<file path="src/verilog/tc_pkg.sv">
// Purpose: constants and state layout of the ttl panel timing controller
// Assumes: avalon-mm byte addresses, one 32-bit word per register
// Notes:   positions are 12-bit, strobe index order is fixed below
package tc_pkg;
  // register byte offsets
  localparam logic [7:0] TC_CTRL_OFS  = 8'h00;
  localparam logic [7:0] TC_TYPE_OFS  = 8'h04;
  localparam logic [7:0] TC_HTOT_OFS  = 8'h08;
  localparam logic [7:0] TC_VTOT_OFS  = 8'h0c;
  localparam logic [7:0] TC_HACT_OFS  = 8'h10;
  localparam logic [7:0] TC_VACT_OFS  = 8'h14;
  localparam logic [7:0] TC_PLL_OFS   = 8'h18;
  localparam logic [7:0] TC_DIV_OFS   = 8'h1c;
  localparam logic [7:0] TC_CLK_OFS   = 8'h20;
  localparam logic [7:0] TC_STAT_OFS  = 8'h24;
  localparam logic [7:0] TC_POS_OFS   = 8'h40;
  // strobes and position slots
  localparam int TC_NSTB   = 6;
  localparam int TC_NPOS   = 24;
  localparam int TC_STB_SS = 0;  // source start
  localparam int TC_STB_SO = 1;  // source output enable
  localparam int TC_STB_CT = 2;  // com toggle
  localparam int TC_STB_GC = 3;  // gate shift clock
  localparam int TC_STB_GS = 4;  // gate start
  localparam int TC_STB_GO = 5;  // gate output enable
  localparam int TC_SL_HS  = 0;
  localparam int TC_SL_HE  = 1;
  localparam int TC_SL_VS  = 2;
  localparam int TC_SL_VE  = 3;
  // control register fields
  localparam int TC_EN_BIT     = 0;
  localparam int TC_POL_LSB    = 1;
  localparam int TC_PINSEL_LSB = 12;
  localparam int TC_PIN_CKC    = 12;
  localparam int TC_PIN_CKB    = 13;
  localparam int TC_PIN_CKA    = 14;
  localparam int TC_PIN_OF [TC_NSTB] = '{19, 17, 20, 16, 18, 15};
  // clock field positions
  localparam int TC_DIV_LSB = 4;
  localparam int TC_SS_LSB  = 16;
  localparam logic [3:0] TC_SS_MAX = 4'h5;
  // fixed start of internal image data
  localparam logic [11:0] TC_VON_PIX  = 12'h030;
  localparam logic [11:0] TC_VON_LINE = 12'h016;
  // reset values
  localparam logic [11:0] TC_HTOT_RST = 12'h420;
  localparam logic [11:0] TC_VTOT_RST = 12'h20d;
  localparam logic [11:0] TC_HACT_RST = 12'h320;
  localparam logic [11:0] TC_VACT_RST = 12'h1e0;
  localparam logic [5:0]  TC_TYPE_RST = 6'h10;
  localparam logic [3:0]  TC_XD_RST   = 4'h1;
  // whole state of the controller
  typedef struct packed {
    logic                     wreq;
    logic [31:0]              rdata;
    logic                     en;
    logic [2:0]               pol;
    logic [8:0]               pinsel;
    logic [5:0]               ftype;
    logic [11:0]              htot;
    logic [11:0]              vtot;
    logic [11:0]              hact;
    logic [11:0]              vact;
    logic [17:0]              pll;
    logic [3:0]               divc;
    logic [3:0]               xd;
    logic [3:0]               ss;
    logic [TC_NPOS-1:0][11:0] pos;
    logic [7:0]               divcnt;
    logic [11:0]              hcnt;
    logic [11:0]              vcnt;
    logic                     com;
    logic [5:0]               stb;
    logic [2:0]               pclk;
    logic [23:0]              rgb;
    logic                     de;
  } tc_st_s;
endpackage

</file>
<file path="src/verilog/tc_timing_ctrl.sv">
// Purpose: ttl panel timing controller with avalon-mm register slave
// Assumes: pixel_in comes from logic on the same clock
// Notes:   pixel rate is an enable pulse derived from the system clock
// How it works
// - rgb out on 24 bits, 8 per colour
// - nine pin-select enables, bits 12 to 20
// - frame strobe holds across line boundaries
// - line strobe drops at each line end, except a window over the whole line
// - six strobes each selectable line or frame
// - strobes timed on the pixel clock enable
// - four position registers per strobe
// - positions hold 12 bits, 0 to 4095
// - active from hstart through hend inclusive
// - pixel counter starts at zero
// - window applies from vstart through vend
// - line counter starts at zero
// - image start position fixed in hardware
// - divider settings take effect while running
// - spread level 0 to 5 at bits 19:16
// - totals set line and frame length
module tc_timing_ctrl
  import tc_pkg::*;
(
  input  wire logic        clock,
  input  wire logic        nrst,
  input  wire logic [7:0]  avs_address,
  input  wire logic        avs_read,
  input  wire logic        avs_write,
  input  wire logic [31:0] avs_writedata,
  input  wire logic [3:0]  avs_byteenable,
  output logic      [31:0] avs_readdata,
  output logic             avs_waitrequest,
  input  wire logic [23:0] pixel_in,
  output logic      [23:0] rgb_out,
  output logic             data_enable,
  output logic             source_start_strobe,
  output logic             source_output_enable,
  output logic             com_toggle_strobe,
  output logic             gate_shift_clock,
  output logic             gate_start_strobe,
  output logic             gate_output_enable,
  output logic             pixel_clock_out_a,
  output logic             pixel_clock_out_b,
  output logic             pixel_clock_out_c
);

  // register map, byte offsets, one word each:
  //   0x00 control: enable, clock polarity,
  //        pin-select enables
  //   0x04 strobe type, one bit a strobe, 1 = frame
  //   0x08 line total, 0x0c frame total
  //   0x10 image width, 0x14 image height
  //   0x18 clock multiplier and pre-dividers
  //   0x1c divider in bits 7:4
  //   0x20 final divider, spread level at 19:16
  //   0x24 live position, read only
  //   0x40 on: four position words per strobe
  // misaligned or unmapped reads give zero
  // writes there are dropped without error
  // the slot after the com switch point is unused
  //
  // bus timing: waitrequest idles high, so each
  // access sees exactly one wait cycle
  // read data are loaded at the first edge and
  // stand at the edge where waitrequest is low
  // writes land at that same accepting edge
  // back-to-back accesses cost two cycles each
  //
  // pixel timing: one pixel step every period
  // system clocks, period = (div + 1) * xd
  // a final divider of zero counts as one
  // the step compare uses >=, so a period cut
  // while running never strands the count
  // strobes, rgb and data enable move at the same
  // edge as the step and show the old position
  //
  // limits: no clock synthesis here; multiplier,
  // pre-dividers and spread level are only kept
  // for the clock block outside
  logic [1:0]        rsync_ff;  // reset release synchroniser
  logic              rst_n;     // synchronised reset
  tc_st_s            st_ff;     // registered state
  tc_st_s            nxt_st;    // next state
  logic [TC_NSTB-1:0] hit;      // per-strobe window or toggle hit

  // byteenable keeps the bytes not written, so
  // software can update one field of a word
  // merge written bytes into an old word
  function automatic logic [31:0] tc_merge(
    input logic [31:0] old,
    input logic [31:0] wd,
    input logic [3:0]  be
  );
    logic [31:0] r;
    r = old;
    for (int b = 0; b < 4; b++) begin
      if (be[b]) begin
        r[b*8 +: 8] = wd[b*8 +: 8];
      end
    end
    return r;
  endfunction

  // nrst may drop at any time; its release is
  // retimed so all state leaves reset on one edge
  // reset released through two flops
  always_ff @(posedge clock or negedge nrst) begin
    if (!nrst) begin
      rsync_ff <= 2'b00;
    end else begin
      rsync_ff <= {rsync_ff[0], 1'b1};
    end
  end
  assign rst_n = rsync_ff[1];

  // each strobe owns four position slots, hstart,
  // hend, vstart and vend, at slot s*4
  // line type: the hstart..hend window repeats on
  // every line from vstart to vend, so the output
  // drops between lines except for a full line
  // frame type: one run from (vstart, hstart) to
  // (vend, hend) that stays up across line ends
  // on a line-type strobe, an hend below hstart gives an empty window
  // com has no end slot: it flips at hswitch
  // per-strobe window compare
  genvar g;
  generate
    for (g = 0; g < TC_NSTB; g++) begin : g_stb
      logic [11:0] hs;  // first active pixel
      logic [11:0] he;  // last active pixel
      logic [11:0] vs;  // first active line
      logic [11:0] ve;  // last active line
      logic        lwin; // line-type window
      logic        fwin; // frame-type window
      assign hs = st_ff.pos[g*4+TC_SL_HS];
      assign he = st_ff.pos[g*4+TC_SL_HE];
      assign vs = st_ff.pos[g*4+TC_SL_VS];
      assign ve = st_ff.pos[g*4+TC_SL_VE];
      // inside hs..he on each line of vs..ve
      assign lwin = (st_ff.vcnt >= vs) && (st_ff.vcnt <= ve)
                 && (st_ff.hcnt >= hs) && (st_ff.hcnt <= he);
      // from (vs,hs) to (ve,he) without line gaps
      assign fwin = ((st_ff.vcnt > vs) ||
                     ((st_ff.vcnt == vs) && (st_ff.hcnt >= hs)))
                 && ((st_ff.vcnt < ve) ||
                     ((st_ff.vcnt == ve) && (st_ff.hcnt <= he)));
      if (g == TC_STB_CT) begin : g_com
        // com toggles at hswitch: each line or once a frame
        assign hit[g] = (st_ff.hcnt == hs) &&
          (st_ff.ftype[g] ? (st_ff.vcnt == vs)
                          : ((st_ff.vcnt >= vs) && (st_ff.vcnt <= ve)));
      end else begin : g_win
        assign hit[g] = st_ff.ftype[g] ? fwin : lwin;
      end
    end
  endgenerate

  // the controller is one state struct; this
  // process works out its next value each clock
  // order: bus decode and read mux, waitrequest
  // and write, pixel divider, counters, strobes
  // and image region
  // next state: bus slave, pixel divider, counters, strobes
  always_comb begin
    logic        req;     // bus request present
    logic [5:0]  widx;    // word index of position slot
    logic [31:0] cur;     // current word at address
    logic [31:0] mw;      // merged write word
    logic [7:0]  period;  // system clocks per pixel
    logic [7:0]  half;    // high time of pixel clock out
    logic [3:0]  xde;     // final divider, zero read as one
    logic        pix_en;  // one pixel step
    logic        in_act;  // inside image region
    logic [11:0] hx;      // pixel offset into image
    logic [11:0] vx;      // line offset into image
    req    = 1'b0;
    widx   = 6'h00;
    cur    = 32'h0000_0000;
    mw     = 32'h0000_0000;
    period = 8'h01;
    half   = 8'h00;
    xde    = 4'h1;
    pix_en = 1'b0;
    in_act = 1'b0;
    hx     = 12'h000;
    vx     = 12'h000;
    nxt_st = st_ff;
    req    = avs_read | avs_write;
    widx   = 6'((avs_address - TC_POS_OFS) >> 2);
    // read mux, unmapped reads zero
    case (avs_address)
      TC_CTRL_OFS: begin
        cur = {11'h000, st_ff.pinsel, 8'h00, st_ff.pol, st_ff.en};
      end
      TC_TYPE_OFS: cur = {26'h000_0000, st_ff.ftype};
      TC_HTOT_OFS: cur = {20'h0_0000, st_ff.htot};
      TC_VTOT_OFS: cur = {20'h0_0000, st_ff.vtot};
      TC_HACT_OFS: cur = {20'h0_0000, st_ff.hact};
      TC_VACT_OFS: cur = {20'h0_0000, st_ff.vact};
      TC_PLL_OFS:  cur = {14'h0000, st_ff.pll};
      TC_DIV_OFS:  cur = {24'h00_0000, st_ff.divc, 4'h0};
      TC_CLK_OFS:  cur = {12'h000, st_ff.ss, 12'h000, st_ff.xd};
      TC_STAT_OFS: cur = {4'h0, st_ff.vcnt, 4'h0, st_ff.hcnt};
      default: begin
        // position slots, unused com slot reads zero
        if (avs_address >= TC_POS_OFS && avs_address[1:0] == 2'b00 &&
            widx < 6'(TC_NPOS) &&
            widx != 6'(TC_STB_CT*4+TC_SL_HE)) begin
          cur = {20'h0_0000, st_ff.pos[widx]};
        end
      end
    endcase
    mw = tc_merge(cur, avs_writedata, avs_byteenable);
    // a read loads its data at the first edge, so
    // the value stands when the master takes it
    // waitrequest drops one cycle after a request
    if (req && st_ff.wreq) begin
      nxt_st.wreq  = 1'b0;
      nxt_st.rdata = avs_read ? cur : st_ff.rdata;
    end else if (req) begin
      nxt_st.wreq = 1'b1;
      // write takes effect at the accepting edge
      if (avs_write) begin
        case (avs_address)
          TC_CTRL_OFS: begin
            nxt_st.en     = mw[TC_EN_BIT];
            nxt_st.pol    = mw[TC_POL_LSB +: 3];
            nxt_st.pinsel = mw[TC_PINSEL_LSB +: 9];
          end
          TC_TYPE_OFS: nxt_st.ftype = mw[5:0];
          TC_HTOT_OFS: nxt_st.htot  = mw[11:0];
          TC_VTOT_OFS: nxt_st.vtot  = mw[11:0];
          TC_HACT_OFS: nxt_st.hact  = mw[11:0];
          TC_VACT_OFS: nxt_st.vact  = mw[11:0];
          TC_PLL_OFS:  nxt_st.pll   = mw[17:0];
          TC_DIV_OFS:  nxt_st.divc  = mw[TC_DIV_LSB +: 4];
          TC_CLK_OFS: begin
            nxt_st.xd = mw[3:0];
            // level above five is held at five
            nxt_st.ss = (mw[TC_SS_LSB +: 4] > TC_SS_MAX) ?
                        TC_SS_MAX : mw[TC_SS_LSB +: 4];
          end
          default: begin
            if (avs_address >= TC_POS_OFS &&
                avs_address[1:0] == 2'b00 &&
                widx < 6'(TC_NPOS) &&
                widx != 6'(TC_STB_CT*4+TC_SL_HE)) begin
              nxt_st.pos[widx] = mw[11:0];
            end
          end
        endcase
      end
    end else begin
      nxt_st.wreq = 1'b1;
    end
    // divider settings are read live, so a write
    // changes the pixel rate from the next step
    // on, without stopping the display
    // pixel period from live divider settings
    xde    = (st_ff.xd == 4'h0) ? 4'h1 : st_ff.xd;
    period = 8'(({4'h0, st_ff.divc} + 8'h01) * {4'h0, xde});
    half   = period >> 1;
    pix_en = st_ff.en && (st_ff.divcnt >= period - 8'h01);
    if (!st_ff.en) begin
      // enable low parks everything, so the next
      // enable starts a clean frame at (0, 0)
      // idle: counters parked, outputs low
      nxt_st.divcnt = 8'h00;
      nxt_st.hcnt   = 12'h000;
      nxt_st.vcnt   = 12'h000;
      nxt_st.com    = 1'b0;
      nxt_st.stb    = 6'h00;
      nxt_st.pclk   = 3'b000;
      nxt_st.rgb    = 24'h00_0000;
      nxt_st.de     = 1'b0;
    end else begin
      nxt_st.divcnt = pix_en ? 8'h00 : st_ff.divcnt + 8'h01;
      // clock outs are high for the first half
      // period of each pixel, low for the rest;
      // a period of one leaves them constant
      // polarity is applied first, then the pin
      // gate, so an unselected pad is low either way
      // pixel clock outs, polarity per output
      nxt_st.pclk = {3{nxt_st.divcnt < half}} ^ st_ff.pol;
      nxt_st.pclk[0] = nxt_st.pclk[0] &
                       st_ff.pinsel[TC_PIN_CKA-TC_PINSEL_LSB];
      nxt_st.pclk[1] = nxt_st.pclk[1] &
                       st_ff.pinsel[TC_PIN_CKB-TC_PINSEL_LSB];
      nxt_st.pclk[2] = nxt_st.pclk[2] &
                       st_ff.pinsel[TC_PIN_CKC-TC_PINSEL_LSB];
      if (pix_en) begin
        // h runs 0..htot-1, then v steps; v wraps
        // after vtot-1; >= catches totals lowered
        // below the current count while running
        // pixel and line counters from zero
        if (st_ff.hcnt >= st_ff.htot - 12'h001) begin
          nxt_st.hcnt = 12'h000;
          if (st_ff.vcnt >= st_ff.vtot - 12'h001) begin
            nxt_st.vcnt = 12'h000;
          end else begin
            nxt_st.vcnt = st_ff.vcnt + 12'h001;
          end
        end else begin
          nxt_st.hcnt = st_ff.hcnt + 12'h001;
        end
        // each strobe is gated by its pin-select
        // bit, so an unselected pad stays low
        // strobes sampled from current position
        for (int s = 0; s < TC_NSTB; s++) begin
          if (s == TC_STB_CT) begin
            nxt_st.com = st_ff.com ^ hit[s];
            nxt_st.stb[s] = nxt_st.com &
                            st_ff.pinsel[TC_PIN_OF[s]-TC_PINSEL_LSB];
          end else begin
            nxt_st.stb[s] = hit[s] &
                            st_ff.pinsel[TC_PIN_OF[s]-TC_PINSEL_LSB];
          end
        end
        // image data start at a fixed pixel and
        // line; outside the image rgb is held at zero
        // image region from fixed start position
        hx = st_ff.hcnt - TC_VON_PIX;
        vx = st_ff.vcnt - TC_VON_LINE;
        in_act = (st_ff.hcnt >= TC_VON_PIX) && (hx < st_ff.hact) &&
                 (st_ff.vcnt >= TC_VON_LINE) && (vx < st_ff.vact);
        nxt_st.de  = in_act;
        nxt_st.rgb = in_act ? pixel_in : 24'h00_0000;
      end
    end
  end

  // reset values: totals and image size of the
  // default panel, gate start as frame type,
  // final divider one, waitrequest high; the rest clears to zero
  // single state register
  always_ff @(posedge clock or negedge rst_n) begin
    if (!rst_n) begin
      st_ff       <= '0;
      st_ff.wreq  <= 1'b1;
      st_ff.htot  <= TC_HTOT_RST;
      st_ff.vtot  <= TC_VTOT_RST;
      st_ff.hact  <= TC_HACT_RST;
      st_ff.vact  <= TC_VACT_RST;
      st_ff.ftype <= TC_TYPE_RST;
      st_ff.xd    <= TC_XD_RST;
    end else begin
      st_ff <= nxt_st;
    end
  end

  // every output is a plain copy of a state
  // flop, so no pad sees a combinational glitch
  // outputs straight from state flops
  assign avs_readdata         = st_ff.rdata;
  assign avs_waitrequest      = st_ff.wreq;
  assign rgb_out              = st_ff.rgb;
  assign data_enable          = st_ff.de;
  assign source_start_strobe  = st_ff.stb[TC_STB_SS];
  assign source_output_enable = st_ff.stb[TC_STB_SO];
  assign com_toggle_strobe    = st_ff.stb[TC_STB_CT];
  assign gate_shift_clock     = st_ff.stb[TC_STB_GC];
  assign gate_start_strobe    = st_ff.stb[TC_STB_GS];
  assign gate_output_enable   = st_ff.stb[TC_STB_GO];
  assign pixel_clock_out_a    = st_ff.pclk[0];
  assign pixel_clock_out_b    = st_ff.pclk[1];
  assign pixel_clock_out_c    = st_ff.pclk[2];

endmodule
</file>
<file path="config.mk">
export PLATFORM = sky130hd
export DESIGN_NAME = tc_timing_ctrl
export DESIGN_NICKNAME = d
export VERILOG_FILES = /design/src/verilog/tc_pkg.sv /design/src/verilog/tc_timing_ctrl.sv
export SDC_FILE = /design/constraint.sdc
export NUM_CORES = 1
export LEC_CHECK = 0
export BUFFER_PORTS_ARGS = -buffer_cell sky130_fd_sc_hd__buf_4
export CORE_MARGIN = 2
export CORE_UTILIZATION = 57
export DETAILED_ROUTE_END_ITERATION = 6
export GPL_TIMING_DRIVEN = 0
export PLACE_DENSITY = 0.78
export SLEW_MARGIN = 0
export SYNTH_ARGS = -nofsm -noshare
export SYNTH_HDL_FRONTEND = slang
export SYNTH_SLANG_ARGS = --single-unit
export TNS_END_PERCENT = 30
</file>
<file path="constraint.sdc">
create_clock -name clock -period 14.8 [get_ports clock]
set_input_delay 2.96 -clock clock [delete_from_list [all_inputs] [get_ports clock]]
set_output_delay 2.96 -clock clock [all_outputs]
set_load 0.01 [all_outputs]
</file>
Word level (Yosys, flattened, before mapping)
Cells that the tools add are included.
- bits of input ports: 72
- register bits: 483
- output and inout bits: 67
- word-level logic and storage cells: 235
- bitwise gates (word level): 14
- $add $sub $neg: 10
- multiply operators: 1
- muxes and demuxes: 27
- order comparisons: 45
- reduce and logical (&&, ||, !) cells: 67
- equal/unequal tests: 24
- operators by type and width (kind ; count):
    bitwise mux 288 bit ; 1
    case mux 28 bit (10 select lines) ; 1
    >= comparator 12 bit ; 13
    equality test 12 bit ; 12
    <= comparator 12 bit ; 11
    < comparator 12 bit ; 7
    two-way mux 12 bit ; 6
    two-way mux 67 bit ; 1
    binary-select mux 12 bit (select 5 bit) ; 1
    demux 12 bit (select 5 bit) ; 1
    greater-than comparator 12 bit ; 5
    logical AND 1 bit ; 41
    AND reduction 4 bit ; 9
    equality test 8 x 5 -> 1 bit, second input constant ; 4
    two-way mux 31 bit ; 1
    two-way mux 25 bit ; 1
    adder 12 x 1 -> 12 bit, second input constant ; 2
    two-way mux 24 bit ; 1
    two-way mux 8 bit ; 3
    subtractor 12 x 1 -> 12 bit, second input constant ; 2
    equality test 8 x 4 -> 1 bit, second input constant ; 2
    equality test 8 x 6 -> 1 bit, second input constant ; 2
    >= comparator 12 x 5 -> 1 bit, second input constant ; 1
    >= comparator 12 x 6 -> 1 bit, second input constant ; 1
    other kinds (32) ; 59

Logic depth before layout (Yosys ltp)
- depth in word-level cells: 11
- mapped depth: 28
- gate-level depth less buffers: 27

Least setup slack after synthesis
OpenSTA, ideal clock, no wires.
- kind: flip-flop to flip-flop
- start: register st_ff[363] (netlist bit)
- end: register st_ff (netlist bit pixel_clock_out_c)
- data arrival time: 5.936 ns
- setup time: 0.120 ns
- path buffers: 1
- required time: 14.680 ns
- period minus slack after synthesis: 6.056 ns
- cell stages (with the launch flop): 27
- setup slack: 8.744 ns
- cells stage by stage: dfrtp_1 -> ha_1 -> xor2_1 -> nand2_1 -> fa_1 -> inv_1 -> fa_1 -> fa_1 -> a21oi_1 -> nor2_1 -> nor2_1 -> xor2_1 -> nand2_1 -> xnor2_1 -> ha_1 -> nand4_1 -> o31ai_1 -> and2_1 -> clkbuf_1 -> nor2_1 -> ha_1 -> nand3_1 -> or2_2 -> o21ai_0 -> a21o_1 -> xnor2_1 -> and3_1
- RTL lines (what ; line ; source):
    start, declared ; tc_timing_ctrl.sv:82 ; tc_st_s st_ff;
    start signal, assigned ; tc_timing_ctrl.sv:347 ; st_ff <= nxt_st;

==> out/results.tsv <==
metric	value	unit
relative slew slack	-8.02	%
final WL	114	mm
violated checks	max-capacitance violations, max-slew violations	
fmax	123	MHz
CP max FO	11	
Die ar.	57200	µm²
PostCTS Resize Cnt	0	
Via Count	27600	
GRT Max-Usage Layer	met2	
Main synth FF type	dfrtp_1	
CTS Buf Count	53	
hpwl dp	82.4	mm
Hold Buf Count CTS	0	
MaxCap Viol Count	5	
clock root buffer master	clkbuf_16	
total grt overflow	0	
final hold violation count	0	
Post-layout nets	3945	
slack of the critical path	6640	ps
drt drc	0	
Seq/Total Area, Yosys	38.4	%
grt met1 use	52.3	%
initial antenna violation count	4	
Rows	86	
CTS sink cnt	483	
Final Setup Violations	0	
GPL Wtd Cong	1.03	
Worst setup EP type	flip-flop	
drt wl/cell	26.8	µm
Arrival @ worst endpoint	8650	ps
IO Count	139	
CP startpoint kind	flip-flop	
fin. max-slew vios	88	
CTS tree	done	
FF+latch count, synth	483	
maximum clock path buffer count	3	
minimum clock period	8160	ps
drt pass-1 iters	5	
Cells after Synth	3331	
Util after Layout	64.6	%
core region area	54900	µm²
Post-synth ARST share	100	%
Ys Warns	0	
die height	239	µm
RSZ-0062 raised after global routing	no	
DR iter-0 viols	3121	
ANT nets after route	0	
Required @ worst endpoint	15290	ps
Leak	0.0164	µW
vias in the first global route	26700	
distinct cell type count after synthesis	83	
Port-buffer cells	120	
met2 Track Usage GR	58.0	%
share of layout cells above drive strength 1	13.0	%
outcome	finished with violations	
fin crit share	55.1	%
EDFF count, synth	0	
gr usage total	40.5	%
maximum number of pins on one net before global-route repair	71	
Area after DPL	33500	µm²
Die Wd	239	µm
Layout area overhead	12.5	%
crit path kind	reg2reg	
first-pass GRT wire length	168	mm
mapped cell area	31500	µm²
clock-pin slew on the worst setup and hold paths	60	ps
met3 usage	12.0	%
H-tree levels	2	
initial core utilization	57.4	%
fin area	35400	µm²
Clock Skews	24.9	ps
DP Worst Slack	6870	ps
worst skew pair latency	630	ps
Mean Syn Cell Area	9.46	µm²
Pwr per Cell Area	87.4	nW/µm²
worst vdd ir	0.0947	mV
worst slew pin tran	1620	ps
Hold Crit Class	reg2async	
vias per inst	6.48	
post-CTS setup buffers	0	
per-layer routing:
layer,routed length (µm),part of all wire [%]
met1,42500,37
met2,47400,42
met3,14400,13
met4,9860,8.6
met5,12,0.011
critical path, cell delays in order, from the launching register on:
cell,delay (ps)
dfrtp_1,550
ha_1,240
xor2_1,300
nand2_1,110
fa_1,500
inv_1,50
fa_1,520
fa_1,470
a21oi_1,170
nor2_1,50
nor2_1,100
xor2_1,320
nand2_1,120
xnor2_1,160
ha_1,330
nand4_1,150
o31ai_2,730
and2_1,290
clkbuf_1,1120
nor2_1,160
ha_1,350
nand3_1,100
or2_2,330
o221ai_1,200
a21o_1,290
xnor2_1,100
and3_1,190
layout by cell type (no fill, tap or decap), types with 14 or more instances in the layout:
cell / n
buf_2: 16
mux4_1: 28
o211ai_1: 23
xor2_1: 36
and3_1: 15
xnor2_1: 42
nand2b_1: 22
inv_1: 308
o21ai_0: 417
a21oi_1: 121
clkbuf_16: 55
nand3_1: 82
a21o_1: 40
a211oi_1: 23
nand4_1: 58
a22oi_1: 14
mux2_2: 64
dfstp_2: 16
mux2i_1: 40
nor3_1: 29
buf_4: 183
nor2_1: 89
nor2b_1: 37
clkbuf_1: 143
dfrtp_1: 465
nand2_1: 505
nor4_1: 21
mux4_2: 49
a22o_1: 30
ha_1: 349
Yosys cell counts (6+ instances only):
master | number | area (µm²)
a211oi_1 | 23 | 173
a22o_1 | 30 | 263
xnor2_1 | 42 | 368
inv_1 | 308 | 1160
nand3_1 | 82 | 410
or3_1 | 11 | 68.8
o21ai_1 | 6 | 30.0
nor2b_1 | 37 | 231
a22oi_1 | 14 | 105
mux2_2 | 64 | 721
buf_1 | 7 | 26.3
nand2b_1 | 22 | 138
nand2_1 | 505 | 1900
a21o_1 | 40 | 300
buf_6 | 12 | 135
mux4_1 | 28 | 736
clkbuf_1 | 127 | 477
buf_4 | 63 | 473
o31ai_1 | 10 | 75.1
xor2_1 | 36 | 315
dfrtp_1 | 467 | 11700
nor4_1 | 22 | 138
o21ai_0 | 417 | 2090
nor3_1 | 30 | 150
a21oi_1 | 121 | 606
and3_1 | 15 | 93.8
and2_1 | 13 | 81.3
dfstp_2 | 16 | 420
o211ai_1 | 23 | 173
ha_1 | 349 | 4370
o22ai_1 | 9 | 56.3
fa_1 | 6 | 120
mux4_2 | 49 | 1100
o21a_1 | 7 | 52.6
nor2_1 | 89 | 334
mux2i_1 | 40 | 400
nand4_1 | 58 | 363
a2111oi_0 | 11 | 96.3
buf_2 | 15 | 75.1
nor3b_1 | 6 | 45.0
o221ai_1 | 6 | 52.6
or2_2 | 6 | 37.5
report_power, final:
part           switching, µW  total (µW)  internal (µW)
Sequential              18.7        1350           1340
Combinational            183         276           93.2
Clock                    588        1460            877
registers in the layout, indices dropped and copies added (netlist names):
| signal | flops |
|---|---|
| avs_readdata | 28 |
| avs_waitrequest | 1 |
| com_toggle_strobe | 1 |
| data_enable | 1 |
| g_stb.he | 72 |
| g_stb.hs | 72 |
| g_stb.ve | 72 |
| g_stb.vs | 72 |
| gate_output_enable | 1 |
| gate_shift_clock | 1 |
| gate_start_strobe | 1 |
| pixel_clock_out_a | 1 |
| pixel_clock_out_b | 1 |
| pixel_clock_out_c | 1 |
| rgb_out | 24 |
| rsync_ff | 2 |
| source_output_enable | 1 |
| source_start_strobe | 1 |
| st_ff | 130 |
through the flow:
stage	total power, µW	instances	setup TNS (ps)	hold slack, ps
after floorplan	1530	3334	0	331
after global placement	1630	4158	-2466340	333
after detailed placement	1640	4167	0	285
after CTS	3090	4267	0	292
after global routing	3170	4267	0	329
final	3090	4268	0	285
cell type report:
| type | instances | area, µm² |
|---|---|---|
| plain buffers | 232 | 1280 |
| inverters | 309 | 1160 |
| multi-input cells | 2310 | 17000 |
| diodes | 1 | 2.50 |
| well taps | 704 | 881 |
| clock inverters | 22 | 360 |
| clock buffers | 78 | 1530 |
| flip-flops and latches | 483 | 12100 |
| repair buffers | 129 | 1120 |
| fillers | 4547 | 19400 |
cells by family (layout without fill, tap and decap cells):
| logic type | after synthesis | after routing | synth area share [%] |
|---|---|---|---|
| and+or+nand+nor | 912 | 912 | 13.1 |
| AOI/OAI and AO/OA | 775 | 775 | 14.6 |
| buffers and inverters | 541 | 770 | 7.76 |
| DFF | 483 | 483 | 38.4 |
| adders and majority gates | 355 | 355 | 14.2 |
| muxes | 185 | 185 | 9.68 |
| xor gates and xnor gates | 78 | 78 | 2.17 |
| other | 2 | 6 | 0.0238 |
final timing paths:
| check | startpoint | endpoint | slack [ps] | depth (start not counted) |
|---|---|---|---|---|
| min reg2reg | rsync_ff[1] | g_stb[4].ve[11] | 280 | 0 |
| min in group clock | rsync_ff[0] | rsync_ff[1] | 360 | 0 |
| max reg2reg | st_ff[363] | pixel_clock_out_c | 6640 | 26 |
| max in group asynchronous | nrst | rsync_ff[1] | 12590 | 1 |
| max | st_ff[363] | pixel_clock_out_c | 6640 | 26 |
| min | rsync_ff[1] | g_stb[4].ve[11] | 280 | 0 |
No activity file was read; power rests on OpenSTA's default activity.
